### config.mk
export PLATFORM = sky130hd
export DESIGN_NAME = ddr2_mode_register_decode
export DESIGN_NICKNAME = d
export VERILOG_FILES = /design/src/common/ddr2_cfg_pkg.sv /design/src/hw/burst_order.sv /design/src/hw/ddr2_mode_register_decode.sv
export SDC_FILE = /design/constraint.sdc
export NUM_CORES = 1
export LEC_CHECK = 0
export ABC_CLOCK_PERIOD_IN_PS = 6000
export BUFFER_PORTS_ARGS = -buffer_cell sky130_fd_sc_hd__clkbuf_2
export CELL_PAD_IN_SITES_DETAIL_PLACEMENT = 0
export CELL_PAD_IN_SITES_GLOBAL_PLACEMENT = 1
export CORE_ASPECT_RATIO = 1.25
export CORE_MARGIN = 2
export CORE_UTILIZATION = 46
export DETAILED_ROUTE_END_ITERATION = 12
export PLACE_DENSITY_LB_ADDON = 0.1
export SYNTH_ARGS = -nofsm -noshare
export SYNTH_HDL_FRONTEND = slang
export SYNTH_SLANG_ARGS = --single-unit
### constraint.sdc
create_clock -name clk -period 6 [get_ports clk]
set_clock_uncertainty 0.15 [all_clocks]
set_input_delay 0.9 -clock clk [delete_from_list [all_inputs] [get_ports clk]]
set_output_delay 0.9 -clock clk [all_outputs]
set_load 0.005 [all_outputs]
### src/common/ddr2_cfg_pkg.sv
// Constants and carriers for the DDR2 configuration-word decoder
package ddr2_cfg_pkg;
  // ---------------------------------------------------------------
  // Load command carrier
  // ---------------------------------------------------------------
  localparam int OP_W = 14;
  localparam int COL_W = 10;
  typedef struct packed {
    logic [2:0] bank;
    logic [OP_W-1:0] op;
  } load_cmd_t;
  // Posted command held through additive latency
  typedef struct packed {
    logic valid;
    logic write;
    logic [COL_W-1:0] col;
  } posted_t;
  localparam logic [2:0] BANK_MAIN = 3'h0;
  localparam logic [2:0] BANK_EXT = 3'h1;
  // ---------------------------------------------------------------
  // Main word fields
  // ---------------------------------------------------------------
  localparam int M_BL_LO = 0;
  localparam int M_BL_HI = 2;
  localparam int M_BT = 3;
  localparam int M_CL_LO = 4;
  localparam int M_CL_HI = 6;
  localparam int M_TEST = 7;
  localparam int M_DLL_RST = 8;
  localparam int M_WR_LO = 9;
  localparam int M_WR_HI = 11;
  localparam int M_PD = 12;
  localparam logic [2:0] BL_CODE_4 = 3'h2;
  localparam logic [2:0] BL_CODE_8 = 3'h3;
  localparam logic [2:0] CL_MIN = 3'h3;
  localparam logic [2:0] CL_MAX = 3'h7;
  localparam logic [2:0] WR_CODE_MIN = 3'h1;
  localparam logic [2:0] WR_CODE_MAX = 3'h6;
  // ---------------------------------------------------------------
  // Extended word fields
  // ---------------------------------------------------------------
  localparam int E_DLL_DIS = 0;
  localparam int E_DRV = 1;
  localparam int E_AL_LO = 3;
  localparam int E_AL_HI = 5;
  localparam int E_STB_DIS = 10;
  localparam int E_RSTB = 11;
  localparam logic [2:0] AL_MAX = 3'h6;
  // ---------------------------------------------------------------
  // Timing and depths
  // ---------------------------------------------------------------
  localparam logic [7:0] DLL_LOCK_CYCLES = 8'hc8;
  localparam int POST_DEPTH = 8;
  localparam int RD_PIPE_W = 16;
  // ---------------------------------------------------------------
  // APB map
  // ---------------------------------------------------------------
  localparam logic [7:0] ADDR_MAIN = 8'h00;
  localparam logic [7:0] ADDR_EXT = 8'h04;
  localparam logic [7:0] ADDR_STATUS = 8'h08;
  localparam logic [7:0] ADDR_LOAD = 8'h0c;
  localparam int LD_BANK_LO = 16;
  localparam int ST_TEST = 0;
  localparam int ST_DLL_EN = 1;
  localparam int ST_LOCKED = 2;
  localparam int ST_ILLEGAL = 3;
  localparam int ST_EARLY = 4;
endpackage : ddr2_cfg_pkg

### src/hw/burst_order.sv
// Column offset within a burst block for one beat
module burst_order (
  // Burst setup
  input wire logic [2:0] start,
  input wire logic eight,
  input wire logic interleave,
  // Beat
  input wire logic [2:0] beat,
  output logic [2:0] offset
);
  logic [2:0] seq_sum;
  logic [2:0] ilv;
  logic [2:0] raw;
  assign seq_sum = start + beat;
  assign ilv = start ^ beat;
  assign raw = interleave ? ilv : seq_sum;
  // Four-beat bursts keep bit 2 of the start column
  assign offset = eight ? raw : {start[2], raw[1:0]};
endmodule : burst_order

### src/hw/ddr2_mode_register_decode.sv
// DDR2 main and extended configuration words with their decoded behaviour
//
// Local design decisions: the APB register port and the register addresses.
module ddr2_mode_register_decode (
  // Clock and reset
  input wire logic clk,
  input wire logic rst_b,
  // APB slave
  input wire logic psel,
  input wire logic penable,
  input wire logic pwrite,
  input wire logic [7:0] paddr,
  input wire logic [31:0] pwdata,
  output logic [31:0] prdata,
  output logic pready,
  output logic pslverr,
  // Command pins
  input wire logic load_config_command,
  input wire ddr2_cfg_pkg::load_cmd_t load_cmd,
  input wire logic read_cmd,
  input wire logic write_cmd,
  input wire logic [ddr2_cfg_pkg::COL_W-1:0] cmd_column,
  input wire logic write_ap_last,
  input wire logic self_refresh_entry,
  input wire logic self_refresh_exit,
  input wire logic active_power_down,
  input wire logic precharge_power_down,
  // Burst and timing outputs
  output logic [ddr2_cfg_pkg::COL_W-1:0] burst_column,
  output logic burst_active,
  output logic burst_write,
  output logic read_data_start,
  output logic precharge_now,
  // DLL and power-down
  output logic dll_reset_pulse,
  output logic dll_enabled,
  output logic dll_locked,
  output logic dll_frozen,
  output logic fast_exit,
  // Output stage settings
  output logic drive_reduced,
  output logic strobe_comp_en,
  output logic read_strobe_en,
  output logic read_strobe_comp_en,
  // Decoded fields
  output logic test_mode,
  output logic [2:0] column_latency,
  output logic [2:0] additive_latency,
  output logic burst_beats_eight,
  output logic cfg_illegal
);
  localparam int OW = ddr2_cfg_pkg::OP_W;
  localparam int CW = ddr2_cfg_pkg::COL_W;
  localparam int PD = ddr2_cfg_pkg::POST_DEPTH;
  localparam int RW = ddr2_cfg_pkg::RD_PIPE_W;

  logic [OW-1:0] main_config_word_reg;
  logic [OW-1:0] extended_config_word_reg;
  logic test_mode_reg;
  logic in_self_refresh_reg;
  logic dll_reset_reg;
  logic [7:0] lock_cnt_reg;
  logic [7:0] lock_cnt_next;
  logic early_read_reg;
  logic [3:0] wr_cnt_reg;
  logic [3:0] wr_cnt_next;
  logic precharge_reg;
  logic [RW-1:0] rd_pipe_reg;
  ddr2_cfg_pkg::posted_t post_reg [PD];
  ddr2_cfg_pkg::posted_t post_in;
  ddr2_cfg_pkg::posted_t exec_cmd;
  logic [CW-1:0] bstart_reg;
  logic [2:0] beat_reg;
  logic bactive_reg;
  logic bwrite_reg;
  logic [2:0] boffset;
  logic [2:0] last_beat;
  logic [31:0] prdata_reg;

  // ---------------------------------------------------------------
  // APB decode
  // ---------------------------------------------------------------
  logic apb_setup;
  logic apb_wr;
  logic hit_main;
  logic hit_ext;
  logic hit_status;
  logic hit_load;
  logic mapped;
  logic bus_load;
  logic early_clear;
  assign apb_setup = psel && !penable;
  assign apb_wr = psel && penable && pwrite;
  assign hit_main = paddr == ddr2_cfg_pkg::ADDR_MAIN;
  assign hit_ext = paddr == ddr2_cfg_pkg::ADDR_EXT;
  assign hit_status = paddr == ddr2_cfg_pkg::ADDR_STATUS;
  assign hit_load = paddr == ddr2_cfg_pkg::ADDR_LOAD;
  assign mapped = pwrite ? (hit_load || hit_status) : (hit_main || hit_ext || hit_status);
  assign bus_load = apb_wr && hit_load;
  assign early_clear = apb_wr && hit_status && pwdata[ddr2_cfg_pkg::ST_EARLY];
  assign pready = 1'b1;
  assign pslverr = psel && penable && !mapped;
  assign prdata = prdata_reg;

  // ---------------------------------------------------------------
  // Load command decode
  // ---------------------------------------------------------------
  logic ld_any;
  ddr2_cfg_pkg::load_cmd_t ld;
  logic ld_main;
  logic ld_ext;
  logic ld_test;
  logic ld_normal;
  assign ld_any = load_config_command || bus_load;
  assign ld = load_config_command ? load_cmd
            : {pwdata[ddr2_cfg_pkg::LD_BANK_LO +: 3], pwdata[OW-1:0]};
  assign ld_main = ld_any && ld.bank == ddr2_cfg_pkg::BANK_MAIN;
  assign ld_ext = ld_any && ld.bank == ddr2_cfg_pkg::BANK_EXT;
  assign ld_test = ld_main && ld.op[ddr2_cfg_pkg::M_TEST];
  assign ld_normal = ld_main && !ld.op[ddr2_cfg_pkg::M_TEST];

  // ---------------------------------------------------------------
  // Field decode
  // ---------------------------------------------------------------
  logic [2:0] bl_code;
  logic [2:0] wr_code;
  logic [3:0] read_latency;
  logic [3:0] wr_clocks;
  logic cl_bad;
  logic wr_bad;
  logic bl_bad;
  logic al_bad;
  assign bl_code = main_config_word_reg[ddr2_cfg_pkg::M_BL_HI:ddr2_cfg_pkg::M_BL_LO];
  assign burst_beats_eight = bl_code == ddr2_cfg_pkg::BL_CODE_8;
  assign column_latency = main_config_word_reg[ddr2_cfg_pkg::M_CL_HI:ddr2_cfg_pkg::M_CL_LO];
  assign cl_bad = column_latency < ddr2_cfg_pkg::CL_MIN;
  assign wr_code = main_config_word_reg[ddr2_cfg_pkg::M_WR_HI:ddr2_cfg_pkg::M_WR_LO];
  assign wr_bad = wr_code < ddr2_cfg_pkg::WR_CODE_MIN || wr_code > ddr2_cfg_pkg::WR_CODE_MAX;
  assign wr_clocks = {1'b0, wr_code} + 4'h1;
  assign bl_bad = bl_code != ddr2_cfg_pkg::BL_CODE_4 && !burst_beats_eight;
  assign additive_latency =
    extended_config_word_reg[ddr2_cfg_pkg::E_AL_HI:ddr2_cfg_pkg::E_AL_LO];
  assign al_bad = additive_latency > ddr2_cfg_pkg::AL_MAX;
  assign cfg_illegal = cl_bad || wr_bad || bl_bad || al_bad;
  assign read_latency = {1'b0, column_latency} + {1'b0, additive_latency};
  assign test_mode = test_mode_reg;

  // ---------------------------------------------------------------
  // Output stage and power-down
  // ---------------------------------------------------------------
  assign drive_reduced = extended_config_word_reg[ddr2_cfg_pkg::E_DRV];
  assign strobe_comp_en = !extended_config_word_reg[ddr2_cfg_pkg::E_STB_DIS];
  assign read_strobe_en = extended_config_word_reg[ddr2_cfg_pkg::E_RSTB];
  assign read_strobe_comp_en = read_strobe_en && strobe_comp_en;
  assign fast_exit = !main_config_word_reg[ddr2_cfg_pkg::M_PD];
  // Freeze only in active power-down; precharge power-down ignores style
  assign dll_frozen = active_power_down && !fast_exit;
  assign dll_enabled = !extended_config_word_reg[ddr2_cfg_pkg::E_DLL_DIS]
                       && !in_self_refresh_reg;
  assign dll_locked = dll_enabled && lock_cnt_reg == 8'h00;
  assign dll_reset_pulse = dll_reset_reg;

  // ---------------------------------------------------------------
  // Configuration words
  // ---------------------------------------------------------------
  always_ff @(posedge clk) begin
    if (!rst_b) begin
      main_config_word_reg <= '0;
      extended_config_word_reg <= '0;
      test_mode_reg <= 1'b0;
    end else begin
      if (ld_normal) begin
        // Reset bit is never stored, so it always reads back zero
        main_config_word_reg <= ld.op & ~(OW'(1) << ddr2_cfg_pkg::M_DLL_RST);
      end
      if (ld_main) begin
        test_mode_reg <= ld_test;
      end
      if (ld_ext) begin
        extended_config_word_reg <= ld.op;
      end
    end
  end

  // ---------------------------------------------------------------
  // DLL reset, lock wait and self refresh
  // ---------------------------------------------------------------
  assign lock_cnt_next = dll_reset_reg ? ddr2_cfg_pkg::DLL_LOCK_CYCLES
                       : (lock_cnt_reg != 8'h00 ? lock_cnt_reg - 8'h01 : lock_cnt_reg);
  always_ff @(posedge clk) begin
    if (!rst_b) begin
      dll_reset_reg <= 1'b0;
      in_self_refresh_reg <= 1'b0;
      lock_cnt_reg <= ddr2_cfg_pkg::DLL_LOCK_CYCLES;
      early_read_reg <= 1'b0;
    end else begin
      dll_reset_reg <= (ld_normal && ld.op[ddr2_cfg_pkg::M_DLL_RST])
                       || (self_refresh_exit && in_self_refresh_reg);
      if (self_refresh_entry) begin
        in_self_refresh_reg <= 1'b1;
      end else if (self_refresh_exit) begin
        in_self_refresh_reg <= 1'b0;
      end
      lock_cnt_reg <= lock_cnt_next;
      // Set wins over a software clear in the same cycle
      if (read_cmd && !dll_locked) begin
        early_read_reg <= 1'b1;
      end else if (early_clear) begin
        early_read_reg <= 1'b0;
      end
    end
  end

  // ---------------------------------------------------------------
  // Read latency and posted commands
  // ---------------------------------------------------------------
  assign read_data_start = read_latency != 4'h0 && rd_pipe_reg[read_latency - 4'h1];
  assign post_in = '{valid: read_cmd || write_cmd, write: write_cmd, col: cmd_column};
  assign exec_cmd = additive_latency == 3'h0 ? post_in
                  : post_reg[additive_latency - 3'h1];
  always_ff @(posedge clk) begin
    if (!rst_b) begin
      rd_pipe_reg <= '0;
      for (int i = 0; i < PD; i++) begin
        post_reg[i] <= '0;
      end
    end else begin
      rd_pipe_reg <= {rd_pipe_reg[RW-2:0], read_cmd};
      post_reg[0] <= post_in;
      for (int i = 1; i < PD; i++) begin
        post_reg[i] <= post_reg[i-1];
      end
    end
  end

  // ---------------------------------------------------------------
  // Burst column sequencing
  // ---------------------------------------------------------------
  burst_order u_order (
    .start(bstart_reg[2:0]),
    .eight(burst_beats_eight),
    .interleave(main_config_word_reg[ddr2_cfg_pkg::M_BT]),
    .beat(beat_reg),
    .offset(boffset)
  );
  assign last_beat = burst_beats_eight ? 3'h7 : 3'h3;
  // Block bits stay from the start column, so the burst wraps inside it
  assign burst_column = {bstart_reg[CW-1:3], boffset};
  assign burst_active = bactive_reg;
  assign burst_write = bwrite_reg;
  always_ff @(posedge clk) begin
    if (!rst_b) begin
      bstart_reg <= '0;
      beat_reg <= 3'h0;
      bactive_reg <= 1'b0;
      bwrite_reg <= 1'b0;
    end else if (exec_cmd.valid) begin
      bstart_reg <= exec_cmd.col;
      beat_reg <= 3'h0;
      bactive_reg <= 1'b1;
      bwrite_reg <= exec_cmd.write;
    end else if (bactive_reg) begin
      beat_reg <= beat_reg + 3'h1;
      bactive_reg <= beat_reg != last_beat;
    end
  end

  // ---------------------------------------------------------------
  // Write recovery before auto precharge
  // ---------------------------------------------------------------
  assign wr_cnt_next = write_ap_last ? wr_clocks
                     : (wr_cnt_reg != 4'h0 ? wr_cnt_reg - 4'h1 : 4'h0);
  assign precharge_now = precharge_reg;
  always_ff @(posedge clk) begin
    if (!rst_b) begin
      wr_cnt_reg <= 4'h0;
      precharge_reg <= 1'b0;
    end else begin
      wr_cnt_reg <= wr_cnt_next;
      precharge_reg <= !write_ap_last && wr_cnt_reg == 4'h1;
    end
  end

  // ---------------------------------------------------------------
  // APB read data
  // ---------------------------------------------------------------
  logic [31:0] status_word;
  logic [31:0] rd_mux;
  always_comb begin
    status_word = '0;
    status_word[ddr2_cfg_pkg::ST_TEST] = test_mode_reg;
    status_word[ddr2_cfg_pkg::ST_DLL_EN] = dll_enabled;
    status_word[ddr2_cfg_pkg::ST_LOCKED] = dll_locked;
    status_word[ddr2_cfg_pkg::ST_ILLEGAL] = cfg_illegal;
    status_word[ddr2_cfg_pkg::ST_EARLY] = early_read_reg;
  end
  assign rd_mux = hit_main ? 32'(main_config_word_reg)
                : hit_ext ? 32'(extended_config_word_reg)
                : hit_status ? status_word : 32'h0000_0000;
  always_ff @(posedge clk) begin
    if (!rst_b) begin
      prdata_reg <= 32'h0000_0000;
    end else if (apb_setup) begin
      prdata_reg <= pwrite ? 32'h0000_0000 : rd_mux;
    end
  end
endmodule : ddr2_mode_register_decode

==> impl_metrics.tcl <==
set metrics [dict create \
    num_rows 53 \
    ctsRootBufferMaster "clkbuf_16" \
    drt_wl_total_um 18100 \
    synth.avg_cell_area_um2 10.3 \
    coreArea_um2 16800 \
    powerDensity_nw_per_um2 301 \
    numCtsBuffers 17 \
    grt_max_degree 133 \
    syn_to_final_growth_pct 14.7 \
    regArea_um2 3700 \
    worstRegToRegCells 8 \
    slew_headroom 0.276 \
    gp_congestion 0.805 \
    die_y_um 150 \
    hp-class "flop to flop" \
    cts.path.max_buffers 2 \
    slew_viol_final 0 \
    largest_reg_flops 96 \
    die_x_um 121 \
    dpl.hpwl_um 12600 \
    status "complete, no violations" \
    setup_viol 0 \
    ys_seq_area_frac 0.469 \
    die-area_um2 18200 \
    period_needed_ps 4130 \
    total_power_mw 2.73 \
    worstPathRequired_ps 4950 \
    worst_slack_ps 1870 \
    ys.flop_type "dfxtp_1" \
    holdPathEnd "post_reg[5][6]$_SDFF_PN0_" \
    grt_overflow 0 \
    fillers 1552 \
    drive_gt1_frac 0.223 \
    postCtsSetupBuffers 0 \
    drc 0 \
    p_leak_nw 3.71 \
    cts.clk_slew.worst_paths_ps 70 \
    holdPathStages 1 \
    ys_warn_count 0 \
    synth_cell_types 57 \
    yosys_register_bits 185 \
    synth_area_um2 7890 \
    netlist_instances 769 \
    rsz0062_at_grt "false" \
    critPathKind "flop to output port" \
    r2r-start "extended_config_word_reg[3]$_SDFFE_PN0P_" \
    worstReg2RegEnd "bstart_reg[8]$_SDFFE_PN0P_" \
    grt_pass1_vias 5795 \
    max-vdd-ir-drop_mv 0.181 \
    hold_path_startpoint "post_reg[4][6]$_SDFF_PN0_" \
    num_antenna_cells 0 \
    r2r_setup_slack_ps 2190 \
    final_common_cell "dfxtp_1" \
    clkLatencyLatePin_ps 420 \
    nNetsFinal 935 \
    drtIter0Drc 312 \
    critPathCaptureType "output port" \
    track_usage 0.204 \
    antenna_left 0 \
    cts_sinks 185 \
    ctsHoldBuffers 0 \
    numPortBuffers 110 \
    startpoint_type "flop" \
    first_pass_iters 4 \
    drv_cap 0 \
    grt_pass1_wl_um 29100 \
    ctsResizeCount 0 \
    finalSetupTns_ps 0 \
    antenna_found_initial 0 \
    wl_per_cell_um 16.9 \
    htreeDepth 4 \
    final_hold_viol_count 0 \
    synth_edf_count 0 \
    max_freq_mhz 242 \
    multi_input_area_um2 3740 \
    via_per_inst 5.40 \
    cts_tree "built" \
    start_util 0.469 \
    synthArstFlopShare 0 \
    min_period_over_period 0.689 \
    place_ws_ps 2080 \
    path_max_fanout 14 \
    ios 146 \
    vias 5781 \
    layout_common_cells "184 x dfxtp_1, 116 x and2_1, 109 x clkbuf_2, 34 x o21ai_0, 33 x nand2_1" \
    worst_pin_slew_ps 1080 \
    cp.arrival_ps 3080 \
]
[metrics by stage]
step                instances  area [um2]  hold WS (ps)  utilization
floorplan                 786        7960           274            -
global route             1071        9050           312        0.537
finish                   1071        9050           300        0.537
CTS                      1071        9050           306        0.537
global placement         1040        8410           280        0.499
detailed placement       1040        8410           290        0.499
[kinds of logic (layout without fill, tap and decap cells)]
family / after synthesis / count (layout) / share of synthesized area
and+or+nand+nor: 232 / 232 / 0.166
DFF: 185 / 185 / 0.469
AOI/OAI and AO/OA: 154 / 154 / 0.128
buffers and inverters: 104 / 169 / 0.0666
muxes: 66 / 66 / 0.131
adders and majority gates: 16 / 16 / 0.0273
xor gates and xnor gates: 10 / 10 / 0.0111
other: 2 / 19 / 0.000952
[critical path: stages (launching register included)]
cell	delay, ps
dfxtp_2	640
ha_1	280
fa_1	450
inv_1	100
ha_1	300
mux4_2	330
a22oi_1	210
o221ai_1	130
o21a_1	120
clkbuf_2	100
[power breakdown]
group | switching [mW] | leakage, nW | internal (mW)
Sequential | 0.0328 | 1.51 | 1.27
Combinational | 0.133 | 1.89 | 0.0992
Clock | 0.485 | 0.305 | 0.710
Total | 0.651 | 3.71 | 2.08
[cell type report]
cell class,instances,area share
sequential,185,0.409
clock inverter,13,0.0231
timing repair buffer,119,0.0683
multi-input combinational,497,0.413
tap,220,0.0304
inverter,19,0.00788
clock buffer,18,0.0474
[metal layers]
layer	up-vias	wire length [um]	part of all wire	GRT usage
li1	2814	-	-	-
met1	2797	7730	0.43	0.248
met2	151	9180	0.51	0.360
met3	19	904	0.050	0.0394
met4	0	296	0.016	0.0701
met5	-	0	0	0
[cell usage after synthesis (13+ instances only)]
cell type	instances	area share
dfxtp_1	185	0.47
and2_1	116	0.092
clkbuf_1	40	0.019
o21ai_0	34	0.022
nand2_1	33	0.016
buf_4	32	0.030
a21oi_1	30	0.019
mux2i_1	30	0.038
mux4_2	29	0.083
a211oi_1	28	0.027
nor2_1	27	0.013
inv_1	19	0.0090
ha_1	14	0.022
nor3_1	14	0.0089
a31oi_1	13	0.010
o31ai_1	13	0.012
[how the worst max path moves through the flow]
stage	startpoint	end	slack [ps]	cells past startpoint
final	extended_config_word_reg[3]$_SDFFE_PN0P_	read_data_start	1870	9
after floorplan	extended_config_word_reg[3]$_SDFFE_PN0P_	bstart_reg[1]$_SDFFE_PN0P_	2610	11
after global placement	extended_config_word_reg[3]$_SDFFE_PN0P_	bstart_reg[8]$_SDFFE_PN0P_	2140	8
after detailed placement	extended_config_word_reg[3]$_SDFFE_PN0P_	bstart_reg[8]$_SDFFE_PN0P_	2080	8
after global routing	extended_config_word_reg[3]$_SDFFE_PN0P_	read_data_start	1700	9
after CTS	extended_config_word_reg[3]$_SDFFE_PN0P_	read_data_start	1830	9
Note: power is estimated with default switching activity, not from simulation.
